[src/design/rtc_alarm_pkg.sv]
package rtc_alarm_pkg;

   // ----------------------------------------------------------------
   // clock and timing
   // ----------------------------------------------------------------
   localparam int unsigned CLK_HZ        = 25_000_000;
   // width of one repeat-mode interrupt pulse on the open-drain pin
   localparam int unsigned PULSE_TIME_US = 10;
   localparam int unsigned PULSE_CYCLES  = (PULSE_TIME_US * CLK_HZ + 999_999) / 1_000_000;
   localparam logic [7:0]  PULSE_LAST    = 8'(PULSE_CYCLES - 1);

   // ----------------------------------------------------------------
   // register indices
   // ----------------------------------------------------------------
   localparam logic [3:0] IDX_ALARM_SECONDS     = 4'h0;
   localparam logic [3:0] IDX_ALARM_MINUTES     = 4'h1;
   localparam logic [3:0] IDX_ALARM_HOURS       = 4'h2;
   localparam logic [3:0] IDX_ALARM_DATE        = 4'h3;
   localparam logic [3:0] IDX_ALARM_MONTH       = 4'h4;
   localparam logic [3:0] IDX_ALARM_WEEKDAY     = 4'h5;
   localparam logic [3:0] IDX_INTERRUPT_CONTROL = 4'h6;
   localparam logic [3:0] IDX_STATUS            = 4'h7;
   localparam logic [3:0] IDX_BACKUP_CONTROL    = 4'h8;

   // ----------------------------------------------------------------
   // field positions and reset values
   // ----------------------------------------------------------------
   localparam int unsigned FIELD_ENABLE_BIT   = 7;
   localparam int unsigned REPEAT_MODE_BIT    = 7;
   localparam int unsigned ALARM0_ENABLE_BIT  = 5;
   localparam int unsigned STATUS_ALARM0_BIT  = 0;
   localparam int unsigned STATUS_BACKUP_BIT  = 1;
   localparam int unsigned STATUS_BUS_BIT     = 2;
   localparam int unsigned SWITCHOVER_BIT     = 0;
   localparam int unsigned BUS_INHIBIT_BIT    = 1;
   localparam logic [7:0]  ALARM_RESET        = 8'h00;
   localparam logic [7:0]  INT_CTRL_RESET     = 8'h00;
   localparam logic [1:0]  BACKUP_CTRL_RESET  = 2'h0;
   localparam logic [7:0]  SECONDS_ROLLOVER   = 8'h00;

   // ----------------------------------------------------------------
   // types
   // ----------------------------------------------------------------
   typedef struct packed {
      logic [7:0] seconds;
      logic [7:0] minutes;
      logic [7:0] hours;
      logic [7:0] date;
      logic [7:0] month;
      logic [7:0] weekday;
   } time_bcd_t;

   typedef struct packed {
      logic       write_en;
      logic [3:0] addr;
      logic [7:0] wdata;
   } reg_req_t;

   // encoded as {serial_bus_inhibit, switchover_select}
   typedef enum logic [1:0] {
      MODE_A = 2'b00,
      MODE_B = 2'b01,
      MODE_C = 2'b10,
      MODE_D = 2'b11
   } backup_mode_t;

   typedef enum logic [1:0] {
      IRQ_IDLE  = 2'b00,
      IRQ_HOLD  = 2'b01,
      IRQ_PULSE = 2'b10
   } irq_state_t;

endpackage

[src/design/alarm_field_cmp.sv]
`timescale 1ns/10ps
module alarm_field_cmp
   import rtc_alarm_pkg::*;
(
   // alarm byte and live counter
   input  wire logic [7:0] alarm_byte,
   input  wire logic [7:0] count_byte,
   // result
   output logic            field_ok,
   output logic            field_en
);

   // ----------------------------------------------------------------
   // compare
   // ----------------------------------------------------------------
   // a field with its enable clear is a don't-care, whatever its value
   always_comb
   begin
      field_en = alarm_byte[FIELD_ENABLE_BIT];
      field_ok = !field_en || (alarm_byte[6:0] == count_byte[6:0]);
   end

endmodule

[src/design/backup_mode_ctrl.sv]
`timescale 1ns/10ps
module backup_mode_ctrl
   import rtc_alarm_pkg::*;
(
   // clock and reset
   input  wire logic         clk_sys,
   input  wire logic         srst,
   // supply comparators, asynchronous
   input  wire logic         vdd_below_trip,
   input  wire logic         vdd_below_bat,
   // mode selection
   input  wire backup_mode_t mode,
   // state
   output logic              in_backup,
   output logic              bus_enable
);

   logic [1:0] trip_sync_reg;
   logic [1:0] bat_sync_reg;
   logic       backup_next;

   // ----------------------------------------------------------------
   // comparator synchronisers
   // ----------------------------------------------------------------
   always_ff @(posedge clk_sys)
   begin
      if (srst)
      begin
         trip_sync_reg <= 2'h0;
         bat_sync_reg  <= 2'h0;
      end
      else
      begin
         trip_sync_reg <= {trip_sync_reg[0], vdd_below_trip};
         bat_sync_reg  <= {bat_sync_reg[0], vdd_below_bat};
      end
   end

   // ----------------------------------------------------------------
   // switchover decision
   // ----------------------------------------------------------------
   // standard: below the lower of trip and battery; legacy: below battery
   always_comb
   begin
      case (mode)
         MODE_A:  backup_next = trip_sync_reg[1] && bat_sync_reg[1];
         MODE_B:  backup_next = bat_sync_reg[1];
         MODE_C:  backup_next = trip_sync_reg[1] && bat_sync_reg[1];
         MODE_D:  backup_next = bat_sync_reg[1];
         default: backup_next = trip_sync_reg[1] && bat_sync_reg[1];
      endcase
   end

   always_ff @(posedge clk_sys)
   begin
      if (srst)
      begin
         in_backup  <= 1'b0;
         bus_enable <= 1'b1;
      end
      else
      begin
         in_backup  <= backup_next;
         // inhibit only bites while on battery
         bus_enable <= !(backup_next && mode[1]);
      end
   end

   // ----------------------------------------------------------------
   // checks
   // ----------------------------------------------------------------
   a_legacy_switch: assert property (@(posedge clk_sys) disable iff (srst)
      (mode == MODE_B && bat_sync_reg[1]) |=> in_backup)
      else $error("legacy switchover missed battery crossing");

   a_standard_switch: assert property (@(posedge clk_sys) disable iff (srst)
      (mode == MODE_A && !trip_sync_reg[1]) |=> !in_backup)
      else $error("standard switchover entered backup above trip");

   a_bus_inhibit: assert property (@(posedge clk_sys) disable iff (srst)
      (mode[1] && backup_next) |=> (in_backup && !bus_enable))
      else $error("serial bus left enabled in inhibited backup");

   a_bus_kept: assert property (@(posedge clk_sys) disable iff (srst)
      (!mode[1]) |=> bus_enable)
      else $error("serial bus disabled without inhibit");

endmodule

[src/design/rtc_alarm_and_backup_mode.sv]
`timescale 1ns/10ps
// Functional notes
// - bit 7 enables field, rest BCD target
// - disabled field is left out of comparison
// - hours field takes BCD hours with enable
// - alarm events need control bit 5 set
// - single event fires at exact time, rollover
// - match sets flag and drives output low
// - repeat mode bit selects pulsed interrupts
// - seconds-only 30 pulses once a minute
// - pulses repeat regardless of flag clearing
// - mode B legacy switchover, bus kept
// - mode C standard switchover, bus off
// - mode D legacy switchover, bus off
// - interrupt output stays active in backup
// - mode bits encode B=01, C=10, D=11
// - power-up defaults to standard switchover
module rtc_alarm_and_backup_mode
   import rtc_alarm_pkg::*;
(
   // clock and reset
   input  wire logic      clk_sys,
   input  wire logic      srst,
   // register port from the serial front end
   input  wire reg_req_t  reg_req,
   output logic [7:0]     reg_rdata,
   output logic           reg_ready,
   // calendar counters, same clock
   input  wire time_bcd_t cur_time,
   input  wire logic      sec_tick,
   // supply comparators
   input  wire logic      vdd_below_trip,
   input  wire logic      vdd_below_bat,
   // open-drain interrupt pin
   output logic           irq_out,
   output logic           irq_oe,
   // supply state
   output logic           backup_active,
   output logic           bus_active
);

   // ----------------------------------------------------------------
   // declarations
   // ----------------------------------------------------------------
   time_bcd_t    alarm_reg;
   logic [7:0]   int_ctrl_reg;
   logic [1:0]   backup_ctrl_reg;
   logic         flag_reg;
   logic         flag_next;
   irq_state_t   state_reg;
   irq_state_t   state_next;
   logic [7:0]   pulse_cnt_reg;
   logic [7:0]   pulse_cnt_next;
   logic [7:0]   rdata_next;
   logic [5:0]   field_ok;
   logic [5:0]   field_en;
   logic         all_ok;
   logic         eval_point;
   logic         match_evt;
   logic         repeat_mode;
   logic         alarm_on;
   logic         wr_ok;
   logic         flag_clear;
   logic         in_backup;
   logic         bus_enable;
   backup_mode_t mode;

   // ----------------------------------------------------------------
   // field comparators
   // ----------------------------------------------------------------
   alarm_field_cmp u_cmp_seconds
   (
      .alarm_byte (alarm_reg.seconds),
      .count_byte (cur_time.seconds),
      .field_ok   (field_ok[0]),
      .field_en   (field_en[0])
   );

   alarm_field_cmp u_cmp_minutes
   (
      .alarm_byte (alarm_reg.minutes),
      .count_byte (cur_time.minutes),
      .field_ok   (field_ok[1]),
      .field_en   (field_en[1])
   );

   // hours compared on the same 7-bit BCD value as every other field
   alarm_field_cmp u_cmp_hours
   (
      .alarm_byte (alarm_reg.hours),
      .count_byte (cur_time.hours),
      .field_ok   (field_ok[2]),
      .field_en   (field_en[2])
   );

   alarm_field_cmp u_cmp_date
   (
      .alarm_byte (alarm_reg.date),
      .count_byte (cur_time.date),
      .field_ok   (field_ok[3]),
      .field_en   (field_en[3])
   );

   alarm_field_cmp u_cmp_month
   (
      .alarm_byte (alarm_reg.month),
      .count_byte (cur_time.month),
      .field_ok   (field_ok[4]),
      .field_en   (field_en[4])
   );

   alarm_field_cmp u_cmp_weekday
   (
      .alarm_byte (alarm_reg.weekday),
      .count_byte (cur_time.weekday),
      .field_ok   (field_ok[5]),
      .field_en   (field_en[5])
   );

   // ----------------------------------------------------------------
   // backup switchover
   // ----------------------------------------------------------------
   assign mode = backup_mode_t'({backup_ctrl_reg[BUS_INHIBIT_BIT],
                                 backup_ctrl_reg[SWITCHOVER_BIT]});

   backup_mode_ctrl u_backup
   (
      .clk_sys        (clk_sys),
      .srst           (srst),
      .vdd_below_trip (vdd_below_trip),
      .vdd_below_bat  (vdd_below_bat),
      .mode           (mode),
      .in_backup      (in_backup),
      .bus_enable     (bus_enable)
   );

   // ----------------------------------------------------------------
   // match evaluation
   // ----------------------------------------------------------------
   // with seconds disabled the match is taken only as seconds roll to 00,
   // so a minute-level alarm fires once rather than sixty times
   always_comb
   begin
      all_ok      = &field_ok;
      repeat_mode = int_ctrl_reg[REPEAT_MODE_BIT];
      alarm_on    = int_ctrl_reg[ALARM0_ENABLE_BIT];
      eval_point  = sec_tick && (field_en[0] || cur_time.seconds == SECONDS_ROLLOVER);
      match_evt   = alarm_on && eval_point && all_ok;
   end

   // ----------------------------------------------------------------
   // register writes
   // ----------------------------------------------------------------
   // writes are dropped while the serial bus is inhibited on battery
   always_comb
   begin
      wr_ok      = reg_req.write_en && bus_enable;
      flag_clear = wr_ok && reg_req.addr == IDX_STATUS && !reg_req.wdata[STATUS_ALARM0_BIT];
   end

   always_ff @(posedge clk_sys)
   begin
      if (srst)
      begin
         alarm_reg    <= {6{ALARM_RESET}};
         int_ctrl_reg <= INT_CTRL_RESET;
      end
      else if (wr_ok)
      begin
         case (reg_req.addr)
            IDX_ALARM_SECONDS:     alarm_reg.seconds <= reg_req.wdata;
            IDX_ALARM_MINUTES:     alarm_reg.minutes <= reg_req.wdata;
            IDX_ALARM_HOURS:       alarm_reg.hours   <= reg_req.wdata;
            IDX_ALARM_DATE:        alarm_reg.date    <= reg_req.wdata;
            IDX_ALARM_MONTH:       alarm_reg.month   <= reg_req.wdata;
            IDX_ALARM_WEEKDAY:     alarm_reg.weekday <= reg_req.wdata;
            IDX_INTERRUPT_CONTROL: int_ctrl_reg      <= reg_req.wdata;
            default:               int_ctrl_reg      <= int_ctrl_reg;
         endcase
      end
   end

   // reset value is mode A, the standard switchover
   always_ff @(posedge clk_sys)
   begin
      if (srst)
         backup_ctrl_reg <= BACKUP_CTRL_RESET;
      else if (wr_ok && reg_req.addr == IDX_BACKUP_CONTROL)
         backup_ctrl_reg <= reg_req.wdata[1:0];
   end

   // ----------------------------------------------------------------
   // alarm flag
   // ----------------------------------------------------------------
   // a match in the same cycle as a clear keeps the flag set
   always_comb
   begin
      flag_next = match_evt || (flag_reg && !flag_clear);
   end

   always_ff @(posedge clk_sys)
   begin
      if (srst)
         flag_reg <= 1'b0;
      else
         flag_reg <= flag_next;
   end

   // ----------------------------------------------------------------
   // interrupt pin sequencer
   // ----------------------------------------------------------------
   always_comb
   begin
      state_next     = state_reg;
      pulse_cnt_next = pulse_cnt_reg;
      case (state_reg)
         IRQ_IDLE:
         begin
            if (match_evt && repeat_mode)
            begin
               state_next     = IRQ_PULSE;
               pulse_cnt_next = PULSE_LAST;
            end
            else if (match_evt)
               state_next = IRQ_HOLD;
         end
         IRQ_HOLD:
         begin
            // held low until software clears the flag
            if (!flag_next)
               state_next = IRQ_IDLE;
         end
         IRQ_PULSE:
         begin
            // pulse ends on its own; the flag plays no part
            if (pulse_cnt_reg == 8'h00)
               state_next = IRQ_IDLE;
            else
               pulse_cnt_next = pulse_cnt_reg - 8'h01;
         end
         default:
         begin
            state_next     = IRQ_IDLE;
            pulse_cnt_next = 8'h00;
         end
      endcase
   end

   always_ff @(posedge clk_sys)
   begin
      if (srst)
      begin
         state_reg     <= IRQ_IDLE;
         pulse_cnt_reg <= 8'h00;
      end
      else
      begin
         state_reg     <= state_next;
         pulse_cnt_reg <= pulse_cnt_next;
      end
   end

   // pin is never gated by the supply state, so it keeps working on battery
   always_ff @(posedge clk_sys)
   begin
      if (srst)
      begin
         irq_oe  <= 1'b0;
         irq_out <= 1'b0;
      end
      else
      begin
         irq_oe  <= (state_next != IRQ_IDLE);
         irq_out <= 1'b0;
      end
   end

   // ----------------------------------------------------------------
   // read path and status outputs
   // ----------------------------------------------------------------
   // reads return zero while the bus is inhibited, like a dead interface
   always_comb
   begin
      rdata_next = 8'h00;
      if (bus_enable)
      begin
         case (reg_req.addr)
            IDX_ALARM_SECONDS:     rdata_next = alarm_reg.seconds;
            IDX_ALARM_MINUTES:     rdata_next = alarm_reg.minutes;
            IDX_ALARM_HOURS:       rdata_next = alarm_reg.hours;
            IDX_ALARM_DATE:        rdata_next = alarm_reg.date;
            IDX_ALARM_MONTH:       rdata_next = alarm_reg.month;
            IDX_ALARM_WEEKDAY:     rdata_next = alarm_reg.weekday;
            IDX_INTERRUPT_CONTROL: rdata_next = int_ctrl_reg;
            IDX_STATUS:
            begin
               rdata_next[STATUS_ALARM0_BIT] = flag_reg;
               rdata_next[STATUS_BACKUP_BIT] = in_backup;
               rdata_next[STATUS_BUS_BIT]    = bus_enable;
            end
            IDX_BACKUP_CONTROL:    rdata_next = {6'h00, backup_ctrl_reg};
            default:               rdata_next = 8'h00;
         endcase
      end
   end

   always_ff @(posedge clk_sys)
   begin
      if (srst)
      begin
         reg_rdata     <= 8'h00;
         reg_ready     <= 1'b0;
         backup_active <= 1'b0;
         bus_active    <= 1'b1;
      end
      else
      begin
         reg_rdata     <= rdata_next;
         reg_ready     <= bus_enable;
         backup_active <= in_backup;
         bus_active    <= bus_enable;
      end
   end

   // ----------------------------------------------------------------
   // checks
   // ----------------------------------------------------------------
   a_flag_on_match: assert property (@(posedge clk_sys) disable iff (srst)
      match_evt |=> (flag_reg && irq_oe && !irq_out))
      else $error("match did not set flag and pull pin low");

   a_enable_gates: assert property (@(posedge clk_sys) disable iff (srst)
      !int_ctrl_reg[ALARM0_ENABLE_BIT] |-> !match_evt)
      else $error("alarm event while alarm disabled");

   a_fields_match: assert property (@(posedge clk_sys) disable iff (srst)
      match_evt |-> ((!alarm_reg.minutes[7] || alarm_reg.minutes[6:0] == cur_time.minutes[6:0])
                  && (!alarm_reg.hours[7] || alarm_reg.hours[6:0] == cur_time.hours[6:0])
                  && (!alarm_reg.date[7] || alarm_reg.date[6:0] == cur_time.date[6:0])))
      else $error("alarm fired with an enabled field unequal");

   a_rollover_eval: assert property (@(posedge clk_sys) disable iff (srst)
      (match_evt && !alarm_reg.seconds[7]) |-> (cur_time.seconds == SECONDS_ROLLOVER))
      else $error("minute-level alarm fired away from rollover");

   a_single_hold: assert property (@(posedge clk_sys) disable iff (srst)
      (state_reg == IRQ_HOLD && flag_reg && !flag_clear) |=> (irq_oe && flag_reg))
      else $error("single alarm output released before flag clear");

   a_pulse_bounded: assert property (@(posedge clk_sys) disable iff (srst)
      (match_evt && repeat_mode && state_reg == IRQ_IDLE)
         |=> irq_oe [*8] ##242 irq_oe ##1 !irq_oe)
      else $error("repeat pulse width wrong");

   a_repeat_no_clear: assert property (@(posedge clk_sys) disable iff (srst)
      (match_evt && repeat_mode && state_reg == IRQ_IDLE && flag_reg) |=> (state_reg == IRQ_PULSE))
      else $error("repeat pulse blocked by uncleared flag");

   a_set_wins: assert property (@(posedge clk_sys) disable iff (srst)
      (match_evt && flag_clear) |=> flag_reg)
      else $error("flag clear beat a simultaneous match");

   a_bus_gated: assert property (@(posedge clk_sys) disable iff (srst)
      (!bus_enable && reg_req.write_en) |=> ($stable(int_ctrl_reg) && $stable(alarm_reg)))
      else $error("register written while bus inhibited");

   a_irq_in_backup: assert property (@(posedge clk_sys) disable iff (srst)
      (in_backup && match_evt && state_reg != IRQ_PULSE) |=> irq_oe)
      else $error("interrupt pin silent during backup");

endmodule

[config.mk]
export PLATFORM = sky130hd
export DESIGN_NAME = rtc_alarm_and_backup_mode
export DESIGN_NICKNAME = d
export VERILOG_FILES = /design/src/design/rtc_alarm_pkg.sv /design/src/design/alarm_field_cmp.sv /design/src/design/backup_mode_ctrl.sv /design/src/design/rtc_alarm_and_backup_mode.sv
export SDC_FILE = /design/constraint.sdc
export NUM_CORES = 1
export LEC_CHECK = 0
export ABC_AREA = 0
export BUFFER_PORTS_ARGS = -buffer_cell sky130_fd_sc_hd__clkbuf_2
export CAP_MARGIN = 10
export CORE_AREA = 2 2 114 160
export CTS_CLUSTER_DIAMETER = 80
export CTS_CLUSTER_SIZE = 14
export DETAILED_ROUTE_END_ITERATION = 6
export DIE_AREA = 0 0 116 162
export PLACE_DENSITY_LB_ADDON = 0.05
export SLEW_MARGIN = 15
export SYNTH_ARGS = -nofsm -noshare
export SYNTH_HDL_FRONTEND = slang
export SYNTH_SLANG_ARGS = --single-unit
[constraint.sdc]
create_clock -name clk_sys -period 2.28 [get_ports clk_sys]
set_input_delay 0.456 -clock clk_sys [delete_from_list [all_inputs] [get_ports clk_sys]]
set_output_delay 0.456 -clock clk_sys [all_outputs]
set_load 0.01 [all_outputs]
### After elaboration in Yosys (flattened, before gate mapping)

Cells that the tools add are included.

| cells by class | value |
|---|---|
| muxes and demuxes | 11 |
| $add $sub $neg | 1 |
| bitwise gates (word level) | 2 |
| equal/unequal tests | 21 |
| reductions and logical operators | 46 |

Operator list:

| kind | number |
|---|---|
| equality test 7 bit | 6 |
| one-hot mux 5 bit (7 select lines) | 1 |
| one-hot mux 3 bit (9 select lines) | 1 |
| one-hot mux 8 bit (3 select lines) | 1 |
| equality test 4 x 3 -> 1 bit, second input constant | 4 |
| zero test 8 bit | 2 |
| 2-to-1 mux 8 bit | 2 |
| AND reduction 2 bit | 7 |
| logical AND 1 bit | 11 |
| zero test 1 bit | 9 |
| equality test 4 x 2 -> 1 bit, second input constant | 2 |
| logical OR 1 bit | 8 |
| 2-to-1 mux 2 bit | 4 |
| subtractor 8 x 1 -> 8 bit, second input constant | 1 |
| equality test 2 bit, second input constant | 3 |
| one-hot mux 2 bit (3 select lines) | 1 |
| AND reduction 6 bit | 1 |
| OR reduction 2 bit | 3 |
| equality test 2 x 1 -> 1 bit, second input constant | 2 |
| equality test 4 x 1 -> 1 bit, second input constant | 1 |
| equality test 4 bit, second input constant | 1 |
| zero test 2 bit | 2 |
| zero test 4 bit | 1 |
| != test 2 bit, second input constant | 2 |
| 4 further kinds | 5 |

| word-level totals | value |
|---|---|
| register bits | 87 |
| input port bits | 66 |
| output and inout port bits | 13 |

### Depth between registers and ports, before layout

| depth | value |
|---|---|
| word-level depth | 9 |
| depth in mapped cells | 9 |
| mapped depth without buffers | 7 |

### Modules after synthesis

A second synthesis with hierarchy kept.

| unflattened totals | value |
|---|---|
| cell total of the unflattened synthesis | 485 |
| area total of the unflattened synthesis | 4,483.0 sq um |

Modules (own cells, without submodules):

| module | instances | cells each | sequential area each (sq um) | area an instance (sq um) |
|---|---|---|---|---|
| rtc_alarm_and_backup_mode | 1 | 412 | 1,621.6 | 3,762.4 |
| alarm_field_cmp | 6 | 10 | 0.0 | 91.3 |
| backup_mode_ctrl | 1 | 13 | 120.1 | 172.7 |

### Worst setup path before layout

No wires, ideal clock.

| path | value |
|---|---|
| path type | in2reg |
| start | input port cur_time[21] in the netlist's numbering |
| end | register pulse_cnt_reg[6] |
| stages | 7 |
| path buffers | 1 |
| arrival | 2.198 ns |
| setup slack | -0.035 ns |
| setup time | 0.117 ns |
| cells stage by stage | xor2_1 o41a_1 nand4b_1 or4_4 buf_6 a21o_1 a32o_1 |

| on the way | value |
|---|---|
| word-level cells in the longest chain between the ends | 7 |

Ends and longest elaborated chain:

| item | line | RTL |
|---|---|---|
| start: declaration | rtc_alarm_and_backup_mode.sv:29 | `input wire time_bcd_t cur_time,` |
| equality test 7 bit | alarm_field_cmp.sv:20 | `field_ok = !field_en \|\| (alarm_byte[6:0] == count_byte[6:0]);` |
| logical OR 1 bit | alarm_field_cmp.sv:20 |  |
| AND reduction 6 bit | rtc_alarm_and_backup_mode.sv:144 | `all_ok = &field_ok;` |
| logical AND 1 bit | rtc_alarm_and_backup_mode.sv:148 | `match_evt = alarm_on && eval_point && all_ok;` |
| logical AND 1 bit | rtc_alarm_and_backup_mode.sv:219 | `if (match_evt && repeat_mode)` |
| != test 2 bit (no source line) | - |  |
| AND reduction 3 bit (no source line) | - |  |
| end signal: assignment | rtc_alarm_and_backup_mode.sv:259 | `pulse_cnt_reg <= pulse_cnt_next;` |
| end: declaration | rtc_alarm_and_backup_mode.sv:52 | `logic [7:0] pulse_cnt_reg;` |

Every way passes these cells.
A chain may end at the register's enable or synchronous reset.

### Worst setup path after layout

| path | value |
|---|---|
| start | register alarm_reg[32] in the netlist's numbering |
| end | register pulse_cnt_reg[7] |

| on the way | value |
|---|---|
| word-level cells in the longest chain between the ends | 7 |

Ends and longest elaborated chain:

| item | line | RTL |
|---|---|---|
| start: declaration | rtc_alarm_and_backup_mode.sv:45 | `time_bcd_t alarm_reg;` |
| start signal: assignment | rtc_alarm_and_backup_mode.sv:165 | `alarm_reg <= {6{ALARM_RESET}};` |
| equality test 7 bit | alarm_field_cmp.sv:20 |  |
| logical OR 1 bit | alarm_field_cmp.sv:20 |  |
| AND reduction 6 bit | rtc_alarm_and_backup_mode.sv:144 |  |
| logical AND 1 bit | rtc_alarm_and_backup_mode.sv:148 |  |
| logical AND 1 bit | rtc_alarm_and_backup_mode.sv:219 |  |
| != test 2 bit (no source line) | - |  |
| AND reduction 3 bit (no source line) | - |  |

Every way passes these cells.

==> impl_results.rst <==
.. list-table::
   :header-rows: 1

   * - Metric
     - Value
   * - Post-layout util
     - 32.4%
   * - Internal Pwr Total
     - between 2000 and 3000 uW
   * - Synth async-reset ratio
     - 0%
   * - Post-synth design cell area
     - roughly 0.0043 mm2
   * - Number of max-cap violations
     - 0
   * - RePlAce Congestion
     - approximately 0.8
   * - Clock latency reported for the late side of the worst-skew pair
     - 0.34 ns
   * - Switching share of power
     - 23.8%
   * - Commonest non-fill, non-tap cell in the layout
     - nor2_1
   * - Non-filler cells, final
     - around 820
   * - CTS Sinks
     - between 80 and 90
   * - Root buf cell
     - clkbuf_16
   * - Reported leakage power
     - ~0.0024 uW
   * - Most instantiated flip-flop cell in the synthesis netlist
     - dfxtp_1
   * - Pin count of the biggest net entering global routing
     - 29
   * - Worst min path class
     - in -> reg
   * - Largest fanout of any net on the critical path
     - 6
   * - Number of remaining DRC errors
     - 0
   * - Worst-case clock buffer depth
     - 2
   * - Synth Register Bits
     - 87
   * - Clock network power share
     - 43.9%
   * - Combinational group share of total power
     - about a tenth
   * - Required time of the critical path
     - about 2.5 ns
   * - Number of flip-flops in the largest register
     - 48
   * - Max VDD drop
     - around 0.00027 V
   * - P per Cell Area
     - between 500 and 600 mW/mm2
   * - Diode insertion count for antenna repair
     - 0
   * - Type of destination of the critical path
     - flop
   * - Final Hold Fails
     - 0
   * - Drt total wl
     - 15.1 mm
   * - Layout net count
     - around 650
   * - Syn Area/Cell
     - roughly 9.2 um2
   * - Global-route wire length before repair
     - roughly 23 mm
   * - Layout Area Growth over Synthesis
     - 30.8%
   * - Number of port buffers
     - 72
   * - Seq pwr share
     - between 40% and 50%
   * - Final slew viol count
     - 0
   * - Aggregate global routing overflow
     - 0
   * - Die Outline Area
     - around 0.019 mm2
   * - Skew final
     - a little over 0.006 ns
   * - Mapped Cells
     - around 470
   * - Hpwl dp
     - 11.8 mm
   * - Total number of vias
     - about 3800
   * - Clock tree from TritonCTS
     - built
   * - Initial drt markers
     - 133
   * - Overall routing resource usage
     - about 17%
   * - Die Span Y
     - between 150 and 200 um
   * - Data arrival time of the critical path
     - 2.47 ns
   * - ANT nets after route
     - 0
   * - Detailed-route vias per instance
     - ~4.6
   * - Leading cell types in the layout, fill and taps excluded
     - 82 x nor2_1, 79 x dfxtp_1, 72 x clkbuf_2
   * - Cells along the critical path
     - xnor2_2, nand4_1, o41ai_4, nand4b_1, or4_4, a21o_1, a32o_1
   * - Highest achievable clock rate
     - around 0.45 GHz
   * - Worst-path clk slew
     - about 0.06 ns
   * - Number of top-level design ports
     - between 70 and 80
   * - Wire length per cell
     - 18.5 um
   * - Count of flip-flops with a built-in enable after synthesis
     - 0
   * - CP max stage cell
     - or4_4
   * - Number of different library cells in the post-synthesis netlist
     - 56
   * - Setup Viol. Count Final
     - 0
   * - Status
     - complete, no violations
   * - Initial antenna violation count
     - 0
   * - Number of rows created at floorplan
     - between 50 and 60
   * - Register area share after synthesis
     - between 40% and 50%
   * - Worst setup path category
     - reg -> reg
   * - Setup repair after global routing missed its margin
     - yes
   * - CP Launch Type
     - flop
   * - Number of global-route vias before repair
     - just under 4000
   * - Total iterations of the first detailed-routing run
     - 4
   * - Net switching component of the power
     - just under 800 uW
   * - Level count of the clock H-tree
     - 3
   * - Nets in the synthesized netlist
     - roughly 530
   * - Shortest period the worst path allows
     - between 2 and 2.5 ns
   * - Number of buffers inserted by hold repair at cts
     - 0
   * - Chip width
     - about 120 um
   * - Total clock buffers created by CTS
     - 9
   * - Fraction of final layout cells sized beyond drive strength 1
     - between 20 and 30%
   * - Number of placed instances, taps included
     - ~800
   * - Share of the clock period used by the worst path after layout
     - between 90% and 100%
   * - Total number of yosys warnings
     - 0
   * - Area of the core
     - 0.0173 mm2
   * - Largest incremental delay on the critical path
     - between 0.4 and 0.5 ns
   * - Initial core utilization
     - approximately 25%
==> critical path: cells and delay by family (launching register included) <==
kind             cells  cell delay, ns
AND/OR/NAND/NOR      3            0.79
XOR/XNOR             1            0.12
AO/OA/AOI/OAI        3            0.85
flip-flops           1            0.36
==> Yosys cell counts, types with 2 or more instances <==
cell type  instances  area, um2
dfxtp_1           87       1740
nor2_1            82        308
mux2i_1           58        581
xnor2_1           28        245
clkbuf_1          22       82.6
nand2_1           20       75.1
nor2b_1           15       93.8
xor2_1            15        131
a21oi_1           13       65.1
a22oi_1           11       82.6
mux2_2             8       90.1
nand4_1            8       50.1
inv_1              7       26.3
a31oi_1            6       37.5
or3_1              6       37.5
buf_1              5       18.8
a221oi_1           4       35.0
a32o_1             4       40.0
nand3_1            4       20.0
nor3_1             4       20.0
o41ai_1            4       35.0
a22o_1             3       26.3
a32oi_1            3       26.3
o21ai_0            3       15.0
o221ai_1           3       26.3
a21o_1             2       15.0
ha_1               2       25.0
nand2b_1           2       12.5
nand3b_1           2       15.0
nand4b_1           2       17.5
nor3b_1            2       15.0
nor4_1             2       12.5
o22ai_1            2       12.5
o2bb2ai_1          2       17.5
o31ai_1            2       15.0
or2_2              2       12.5
==> path summary, 6_finish.rpt <==
kind,from,to,slack (ns),cells past startpoint
max,alarm_reg[32],pulse_cnt_reg[7],0.05,7
min,vdd_below_bat,u_backup.bat_sync_reg[0],0.33,2
max reg2reg,alarm_reg[32],pulse_cnt_reg[7],0.05,7
min reg2reg,backup_ctrl_reg[1],u_backup.bus_enable,0.43,1
==> power by group through the flow <==
stage	Clock (uW)	Combinational (uW)	Sequential, uW
floorplan	0	153	1580
global placement	0	313	1590
detailed placement	0	316	1590
CTS	1510	316	1550
global route	1570	348	1550
finish	1470	318	1550
==> cells by family (layout without fill, tap and decap cells) <==
kind of cell / after synthesis / count (layout) / share of synthesized area [%]
AO/OA/AOI/OAI: 72 / 72 / 13.2
flip-flops: 87 / 87 / 40.7
XOR/XNOR: 43 / 43 / 8.80
multiplexers: 66 / 66 / 15.7
adder cells (fa/ha/maj): 2 / 2 / 0.585
buffers and inverters: 37 / 152 / 3.54
other: 1 / 1 / 0.0876
AND/OR/NAND/NOR: 157 / 157 / 17.5
==> layout make-up <==
class	instances	area [um2]
fillers	1913	11700
multi-input cells	341	2440
flip-flops and latches	87	1750
repair buffers	131	803
well taps	236	295
clock buffers	13	250
clock inverters	1	30.0
inverters	7	26.3
==> per-layer routing <==
metal  track usage, %  wire length [um]  vias up
li1                 -                 -     1865
met1             19.6              6230     1790
met2             30.7              7970       77
met3             2.09               454       20
met4             7.25               422        0
met5                0                 0        -
==> metrics by stage <==
step / total power [uW] / setup slack (ns) / setup TNS, ns / area (um2) / hold WS [ns]
final: 3340 / 0.0510 / 0 / 5600 / 0.326
after global routing: 3470 / -0.0796 / -0.258 / 5600 / 0.334
after CTS: 3380 / 0.0110 / 0 / 5530 / 0.315
after detailed placement: 1900 / -0.178 / -0.771 / 5250 / 0.413
after global placement: 1900 / -0.201 / -0.987 / 5250 / 0.420
after floorplan: 1740 / 0.0592 / 0 / 4280 / 0.367
==> repair_timing <==
action	CTS	global route
endpoints found under the setup margin	3	6
pin swaps	0	7
resized for setup	1	16
buffers inserted	0	1
Power figures use the tool's default switching activity.
